==> src/design/fp_sysreg_regs.vh <==
// register selects, field layouts and constant words of the fp system-register block
// assumes inclusion by bare name from the design files only
`ifndef FP_SYSREG_REGS_VH
`define FP_SYSREG_REGS_VH

// ----------------------------------------
// transfer selects
// ----------------------------------------
`define SEL_EXC_REG       3'h0
`define SEL_EXC_INSTR     3'h1
`define SEL_PRIOR_INSTR   3'h2
`define SEL_CAP_ZERO      3'h3
`define SEL_CAP_ONE       3'h4

// ----------------------------------------
// exception register fields
// ----------------------------------------
`define EXC_EX_BIT        31
`define EXC_EN_BIT        30
`define EXC_PRIOR_V_BIT   28
`define EXC_RESET         32'h0000_0000

// ----------------------------------------
// instruction fields
// ----------------------------------------
`define COND_HI           31
`define COND_LO           28
`define COND_ALWAYS       4'he
`define FD_HI             15
`define FD_LO             12
`define FD_LOW_BIT        22
`define FN_HI             19
`define FN_LO             16
`define FN_LOW_BIT        7
`define FM_HI             3
`define FM_LO             0
`define FM_LOW_BIT        5

// ----------------------------------------
// capability words
// ----------------------------------------
`define CAP_ZERO_VALUE    32'h1111_1111
`define CAP_ONE_VALUE     32'h0000_0000

// ----------------------------------------
// pipelines
// ----------------------------------------
`define PIPE_LS           2'h0
`define PIPE_MAC          2'h1
`define PIPE_DS           2'h2
`define NUM_PIPES         3
`define PIPE_DEPTH        3'h4
`define BEAT_ZERO         4'h0
`define BEAT_ONE          4'h1
`define INSTR_ZERO        32'h0000_0000

`endif

==> src/design/instr_rewrite.v <==
// rewrites a captured instruction so support software can replay it
// assumes single-register field encoding: four high bits plus one low bit
`include "fp_sysreg_regs.vh"

module instr_rewrite (
    // instruction in
    input  wire [31:0] instr,
    input  wire        force_vec,
    // vector iteration registers
    input  wire        vec_dst,
    input  wire        vec_n,
    input  wire        vec_m,
    input  wire [4:0]  iter_dst,
    input  wire [4:0]  iter_n,
    input  wire [4:0]  iter_m,
    // rewritten copy
    output reg  [31:0] result
);

    always @* begin
        result = instr;
        result[`COND_HI:`COND_LO] = `COND_ALWAYS;
        if (force_vec && vec_dst) begin
            result[`FD_HI:`FD_LO] = iter_dst[4:1];
            result[`FD_LOW_BIT]   = iter_dst[0];
        end
        if (force_vec && vec_n) begin
            result[`FN_HI:`FN_LO] = iter_n[4:1];
            result[`FN_LOW_BIT]   = iter_n[0];
        end
        if (force_vec && vec_m) begin
            result[`FM_HI:`FM_LO] = iter_m[4:1];
            result[`FM_LOW_BIT]   = iter_m[0];
        end
    end

endmodule

==> src/design/fp_sysreg_bank.v <==
// fp coprocessor system registers, exception capture and issue interlocks
// assumes the host core shares clk and drives all inputs from that clock

`include "fp_sysreg_regs.vh"

module fp_sysreg_bank (
    // clock and reset
    input  wire        clk,
    input  wire        rst_n,
    // mode
    input  wire        fast_mode,
    // instruction issue
    input  wire        issue_valid,
    input  wire [31:0] issue_instr,
    input  wire [1:0]  issue_pipe,
    input  wire        issue_is_load,
    input  wire        issue_is_store,
    input  wire        issue_is_multi,
    input  wire        issue_dbl,
    input  wire        issue_has_dst,
    input  wire [4:0]  issue_dst,
    input  wire [4:0]  issue_src_a,
    input  wire [4:0]  issue_src_b,
    output wire        issue_stall,
    output wire        fwd_a,
    output wire        fwd_b,
    // completion
    input  wire [2:0]  pipe_done,
    input  wire        result_valid,
    input  wire [4:0]  result_dst,
    input  wire        result_dbl,
    input  wire        result_is_int,
    // load/store beats and aborts
    input  wire        ls_beat,
    input  wire        ls_abort,
    output reg  [3:0]  ls_beat_index,
    output reg         ls_restart,
    // exception capture
    input  wire        exc_detect,
    input  wire [31:0] exc_instr,
    input  wire        exc_is_vector,
    input  wire        exc_vec_dst,
    input  wire        exc_vec_n,
    input  wire        exc_vec_m,
    input  wire [4:0]  exc_iter_dst,
    input  wire [4:0]  exc_iter_n,
    input  wire [4:0]  exc_iter_m,
    output wire        bounce_req,
    // system-register transfers
    input  wire        xfer_req,
    input  wire        xfer_write,
    input  wire        xfer_flags,
    input  wire [2:0]  xfer_sel,
    input  wire [31:0] xfer_wdata,
    input  wire        xfer_priv,
    output wire        xfer_ack,
    output wire        xfer_undef,
    output reg  [31:0] xfer_rdata,
    output wire        unit_enable
);

    // ----------------------------------------
    // reset release
    // ----------------------------------------
    reg rst_meta;
    reg rst_sync_n;

    always @(posedge clk or negedge rst_n) begin
        if (!rst_n) begin
            rst_meta   <= 1'b0;
            rst_sync_n <= 1'b0;
        end else begin
            rst_meta   <= 1'b1;
            rst_sync_n <= rst_meta;
        end
    end

    // ----------------------------------------
    // decode helpers
    // ----------------------------------------
    function sel_is_priv_only;
        input [2:0] sel;
        begin
            sel_is_priv_only = (sel == `SEL_EXC_REG) || (sel == `SEL_EXC_INSTR) ||
                               (sel == `SEL_PRIOR_INSTR);
        end
    endfunction

    function sel_is_cap;
        input [2:0] sel;
        begin
            sel_is_cap = (sel == `SEL_CAP_ZERO) || (sel == `SEL_CAP_ONE);
        end
    endfunction

    // ----------------------------------------
    // per-pipe occupancy
    // ----------------------------------------
    wire [`NUM_PIPES-1:0] issue_onehot;
    wire [`NUM_PIPES-1:0] pipe_full;
    wire [`NUM_PIPES-1:0] pipe_busy;
    wire       issue_fire;

    assign issue_onehot = 3'h1 << issue_pipe;

    genvar p;
    generate
        for (p = 0; p < `NUM_PIPES; p = p + 1) begin : g_pipe
            reg  [2:0] inflight;
            wire       take = issue_fire && issue_onehot[p];
            // each pipe counts on its own, so one stalls without holding the others
            // a stray completion on an empty pipe is ignored rather than wrapping
            always @(posedge clk or negedge rst_sync_n) begin
                if (!rst_sync_n) begin
                    inflight <= 3'h0;
                end else if (take && !pipe_done[p]) begin
                    inflight <= inflight + 3'h1;
                end else if (!take && pipe_done[p] && inflight != 3'h0) begin
                    inflight <= inflight - 3'h1;
                end
            end
            assign pipe_full[p] = (inflight == `PIPE_DEPTH);
            assign pipe_busy[p] = (inflight != 3'h0);
        end
    endgenerate

    // ----------------------------------------
    // scoreboard and forwarding
    // ----------------------------------------
    reg  [31:0] pending;
    wire        fwd_ok;
    wire        raw_a;
    wire        raw_b;
    wire        waw;
    wire        res_hazard;

    // no forwarding to stores, from integer results or across precision
    assign fwd_ok = result_valid && !result_is_int && !issue_is_store &&
                    (result_dbl == issue_dbl);
    assign fwd_a  = fwd_ok && (result_dst == issue_src_a);
    assign fwd_b  = fwd_ok && (result_dst == issue_src_b);
    assign raw_a  = pending[issue_src_a] && !fwd_a;
    assign raw_b  = pending[issue_src_b] && !fwd_b;
    assign waw    = issue_has_dst && pending[issue_dst];
    assign res_hazard = pipe_full[issue_pipe];

    // fast mode skips the write-after-write check so work starts sooner
    assign issue_stall = issue_valid && (raw_a || raw_b || res_hazard ||
                         (!fast_mode && waw));
    assign issue_fire  = issue_valid && !issue_stall;

    always @(posedge clk or negedge rst_sync_n) begin
        if (!rst_sync_n) begin
            pending <= 32'h0000_0000;
        end else begin
            if (result_valid) begin
                pending[result_dst] <= 1'b0;
            end
            // a new claim outranks a same-cycle writeback to that register
            if (issue_fire && issue_has_dst) begin
                pending[issue_dst] <= 1'b1;
            end
        end
    end

    // ----------------------------------------
    // load/store beats and abort restart
    // ----------------------------------------
    wire multi_active = ls_beat_index != `BEAT_ZERO;

    always @(posedge clk or negedge rst_sync_n) begin
        if (!rst_sync_n) begin
            ls_beat_index <= `BEAT_ZERO;
            ls_restart    <= 1'b0;
        end else if (ls_abort) begin
            // abort outranks a same-cycle issue or beat
            // source data untouched, so a reissue simply starts over
            ls_beat_index <= `BEAT_ZERO;
            ls_restart    <= 1'b1;
        end else begin
            if (issue_fire && issue_pipe == `PIPE_LS && (issue_is_load || issue_is_store)) begin
                ls_beat_index <= `BEAT_ZERO;
                ls_restart    <= 1'b0;
            end else if (ls_beat) begin
                ls_beat_index <= ls_beat_index + `BEAT_ONE;
            end
        end
    end

    // multiple transfers only raise a fault once the first beat has moved
    assign bounce_req = exc_detect && !fast_mode &&
                        (!issue_is_multi || multi_active);

    // ----------------------------------------
    // exception capture
    // ----------------------------------------
    reg  [31:0] exc_reg;
    reg  [31:0] excepting_instruction;
    reg  [31:0] prior_issued_instruction;
    reg  [31:0] last_issued;
    reg         last_valid;
    wire [31:0] exc_rewritten;
    wire [31:0] prior_rewritten;
    wire        capture;

    assign capture = bounce_req;

    instr_rewrite u_exc_rewrite (
        .instr     (exc_instr),
        .force_vec (exc_is_vector),
        .vec_dst   (exc_vec_dst),
        .vec_n     (exc_vec_n),
        .vec_m     (exc_vec_m),
        .iter_dst  (exc_iter_dst),
        .iter_n    (exc_iter_n),
        .iter_m    (exc_iter_m),
        .result    (exc_rewritten)
    );

    instr_rewrite u_prior_rewrite (
        .instr     (last_issued),
        .force_vec (1'b0),
        .vec_dst   (1'b0),
        .vec_n     (1'b0),
        .vec_m     (1'b0),
        .iter_dst  (5'h00),
        .iter_n    (5'h00),
        .iter_m    (5'h00),
        .result    (prior_rewritten)
    );

    always @(posedge clk or negedge rst_sync_n) begin
        if (!rst_sync_n) begin
            last_issued <= `INSTR_ZERO;
            last_valid  <= 1'b0;
        end else if (issue_fire) begin
            last_issued <= issue_instr;
            last_valid  <= 1'b1;
        end
    end

    // ----------------------------------------
    // transfers
    // ----------------------------------------
    wire all_idle;
    wire xfer_allowed;
    wire xfer_go;
    wire wr_go;

    // waiting for every pipe to drain keeps writes from disturbing work in flight
    assign all_idle     = ~|pipe_busy && ~|pending;
    assign xfer_allowed = xfer_flags ? 1'b1 :
                          sel_is_priv_only(xfer_sel) ? xfer_priv :
                          sel_is_cap(xfer_sel) ? (exc_reg[`EXC_EN_BIT] || xfer_priv) :
                          1'b0;
    assign xfer_go      = xfer_req && all_idle;
    assign xfer_ack     = xfer_go && xfer_allowed;
    assign xfer_undef   = xfer_go && !xfer_allowed;
    assign wr_go        = xfer_ack && xfer_write && !xfer_flags;
    assign unit_enable  = exc_reg[`EXC_EN_BIT];

    always @(posedge clk or negedge rst_sync_n) begin
        if (!rst_sync_n) begin
            exc_reg <= `EXC_RESET;
        end else begin
            if (wr_go && xfer_sel == `SEL_EXC_REG) begin
                exc_reg <= xfer_wdata;
            end
            // a capture in the same cycle as a clearing write still wins
            if (capture) begin
                exc_reg[`EXC_EX_BIT]      <= 1'b1;
                exc_reg[`EXC_PRIOR_V_BIT] <= last_valid;
            end
        end
    end

    always @(posedge clk or negedge rst_sync_n) begin
        if (!rst_sync_n) begin
            excepting_instruction    <= `INSTR_ZERO;
            prior_issued_instruction <= `INSTR_ZERO;
        end else if (capture) begin
            excepting_instruction    <= exc_rewritten;
            prior_issued_instruction <= prior_rewritten;
        end else if (wr_go) begin
            if (xfer_sel == `SEL_EXC_INSTR) begin
                excepting_instruction <= xfer_wdata;
            end
            if (xfer_sel == `SEL_PRIOR_INSTR) begin
                prior_issued_instruction <= xfer_wdata;
            end
        end
    end

    // ----------------------------------------
    // read data
    // ----------------------------------------
    // capability writes are acknowledged but land nowhere
    always @(posedge clk or negedge rst_sync_n) begin
        if (!rst_sync_n) begin
            xfer_rdata <= `INSTR_ZERO;
        end else if (xfer_ack && !xfer_write) begin
            if (xfer_flags) begin
                xfer_rdata <= exc_reg;
            end else begin
                case (xfer_sel)
                    `SEL_EXC_REG:     xfer_rdata <= exc_reg;
                    `SEL_EXC_INSTR:   xfer_rdata <= excepting_instruction;
                    `SEL_PRIOR_INSTR: xfer_rdata <= prior_issued_instruction;
                    `SEL_CAP_ZERO:    xfer_rdata <= `CAP_ZERO_VALUE;
                    `SEL_CAP_ONE:     xfer_rdata <= `CAP_ONE_VALUE;
                    default:          xfer_rdata <= `INSTR_ZERO;
                endcase
            end
        end
    end

endmodule

==> config.mk <==
export PLATFORM = sky130hd
export DESIGN_NAME = fp_sysreg_bank
export DESIGN_NICKNAME = d
export VERILOG_FILES = /design/src/design/instr_rewrite.v /design/src/design/fp_sysreg_bank.v
export VERILOG_INCLUDE_DIRS = /design/src /design/src/design
export SDC_FILE = /design/constraint.sdc
export NUM_CORES = 1
export LEC_CHECK = 0
export ABC_AREA = 1
export BUFFER_PORTS_ARGS = -buffer_cell sky130_fd_sc_hd__buf_2
export CORE_ASPECT_RATIO = 0.9
export CORE_MARGIN = 8
export CORE_UTILIZATION = 53
export CTS_BUF_LIST = sky130_fd_sc_hd__clkbuf_2
export DETAILED_ROUTE_END_ITERATION = 16
export GPL_TIMING_DRIVEN = 0
export PLACE_DENSITY = 0.79
export SLEW_MARGIN = 40
export SYNTH_ARGS = -nofsm -noshare
export SYNTH_HDL_FRONTEND = slang
export SYNTH_HIERARCHICAL = 1
export SYNTH_SLANG_ARGS = --single-unit
==> constraint.sdc <==
create_clock -name clk -period 6.3 [get_ports clk]
set_clock_uncertainty 0.15 [all_clocks]
set_input_delay 1.26 -clock clk [delete_from_list [all_inputs] [get_ports clk]]
set_output_delay 1.26 -clock clk [all_outputs]
set_load 0.05 [all_outputs]
==> summary.md <==
| Metric | Value |
|---|---|
| Status | `complete, no violations` |
| Row count | `52` |
| Final setup TNS | `0 ns` |
| Int Pwr | `2.28 mW` |
| Sw frac | `38.6%` |
| Vias in the first global route | `between 10,000 and 15,000` |
| Power Density | `between 200 and 300 nW/um2` |
| Net switching power | `between 1 and 1.5 mW` |
| Worst Hold Class | `reg -> async` |
| PortBufs | `175` |
| Max Transition Viols Final | `0` |
| Worst Path Max Fanout | `10` |
| Clock slew at the register clock pins of the worst setup and hold paths | `around 0.10 ns` |
| Crit path launch | `ls_beat_index[0]` |
| Cts repair resizes | `0` |
| Synth Warn # | `6` |
| Clock Latency Late Sink | `0.85 ns` |
| Unrepaired setup endpoints after global routing | `no` |
| Max cap viols | `0` |
| CTS Buf Count | `54` |
| Maximum number of pins on one net before global-route repair | `45` |
| Peak supply drop | `around 170 uV` |
| Sequential share of power | `46.4%` |
| Clock period minus worst slack | `5.01 ns` |
| Area after DPL | `between 10,000 and 15,000 um2` |
| Most common cell after layout, fill and taps aside | `nand2_1` |
| Synthesized cell area | `roughly 12,000 um2` |
| Wire per inst | `16.9 um` |
| Drt first-iter violations | `about 1,200` |
| Layout overhead on the synthesized area | `16.1%` |
| Setup Crit Path Kind | `reg -> out` |
| Critical path, cell by cell | `inv_1 > ha_1 > nand4_1 > nand3_1 > inv_1 > buf_2 > buf_1 > clkbuf_1 > buf_2` |
| Core ar. | `22,300 um2` |
| Clk pwr share | `24.3%` |
| Initial antenna violation count | `3` |
| GR Overflow Total | `0` |
| CP max-delay cell | `buf_1` |
| Final setup fails | `0` |
| Achievable Freq | `200 MHz` |
| Die H | `158 um` |
| Setup Fix Bufs, Post-CTS | `0` |
| Gate power share | `29.3%` |
| # DRC | `0` |
| Max transition margin | `49.6%` |
| Ports | `206` |
| Final Hold Vio Count | `0` |
| Arrival time at the worst endpoint | `3.60 ns` |
| Share of cells above drive strength 1 | `17.8%` |
| CP startpoint kind | `flop` |
| CTS Root Cell | `clkbuf_2` |
| Overall Global Routing Usage | `27.4%` |
| Post-DRT Antenna Nets | `0` |
| Routed vias/inst | `between 5 and 6` |
| Routability cong. | `between 0.9 and 1` |
| Final nets | `2,105` |
| CTS Sinks | `205` |
| H-tree Lvls | `2` |
| Synthesized area per cell | `7.18 um2` |
| Die Wd | `174 um` |
| Cell count after synthesis | `1,665` |
| Die area | `27,600 um2` |
| Leak | `7.55 nW` |
| Post-route cell area | `13,900 um2` |
| Maximum buffer depth of the clock tree | `3` |
| CP required | `4.89 ns` |
| R2r startpoint | `ls_beat_index[0]` |
| Starting density of the core | `a little over half` |
| Reg2reg end | `prior_issued_instruction[24]` |
| Via Count | `12,300` |
| Drt pass-1 iters | `5` |
| Critical path's largest stage delay | `0.48 ns` |
| Critical Path Sink Type | `output port` |
| Crit share post-route | `79.5%` |
| R2R depth | `12` |
| Most frequent cells in the layout | `nand2_1, o21ai_0, dfrtp_1` |
| CTS tree | `done` |
| Final WL | `38,400 um` |
| Post-DP HPWL | `28,600 um` |
| Least-Margin Pin Slew | `0.753 ns` |
| Wire length of the first global-routing pass | `60,900 um` |
| R2r setup slk | `3.30 ns` |
layout make-up:
class / instances / area (um2)
Sequential cell: 205 / 5130
Timing Repair Buffer: 180 / 966
Fill cell: 2108 / 8430
Buffer: 113 / 668
Clock inverter: 8 / 36.3
Clock buffer: 81 / 405
Inverter: 186 / 698
Tap cell: 297 / 372
Multi-Input combinational cell: 1198 / 5600
Antenna cell: 2 / 5.00
worst max-delay path by stage:
stage | to | depth (start not counted) | slack (ns)
6_report | bounce_req | 9 | 1.29
5_1_grt | bounce_req | 9 | 1.09
4_1_cts | bounce_req | 9 | 1.32
3_5_place_dp | bounce_req | 8 | 1.49
3_3_place_gp | pending[27] | 0 | -2.33
2_1_floorplan | exc_reg[0] | 0 | 0.01
routing by layer:
metal	up-vias	wire length, um	GRT usage [%]	part of all wire, %
li1	5840	-	-	-
met1	5750	15700	34.8	41
met2	653	17600	44.2	46
met3	76	4090	7.25	11
met4	2	954	10.7	2.5
met5	-	8	0	0.021
power by group through the flow:
stage | Sequential (mW) | Combinational [mW] | Clock, mW
2_1_floorplan | 1.84 | 0.643 | 0
3_3_place_gp | 1.76 | 1.01 | 0
3_5_place_dp | 1.74 | 1.07 | 0
4_1_cts | 1.72 | 1.08 | 0.914
5_1_grt | 1.75 | 1.22 | 0.987
6_report | 1.72 | 1.09 | 0.901
worst max-delay path, delay by kind of cell, from the launching register on:
kind                     cells  cell delay [ns]
adder cells (fa/ha/maj)      1             0.19
buffers and inverters        6             1.78
flip-flops                   1             0.39
AND/OR/NAND/NOR              2             0.43
through the flow:
stage,setup WS [ns],hold WS [ns],util [%],total power [mW],instances
floorplan,0.0144,0.181,-,2.49,1702
global placement,-2.33,0.184,59.8,2.77,2174
finish,1.29,0.109,62.2,3.71,2270
CTS,1.32,0.000600,62.1,3.71,2267
global route,1.09,0.194,62.2,3.96,2270
detailed placement,1.49,0.178,60.2,2.82,2178
timing repair:
action                                  in CTS  in global routing
endpoints found under the hold margin        0                  2
hold buffers                                 0                  1
endpoints found under the setup margin       0                  0
Note: power is estimated with default switching activity, not from simulation.
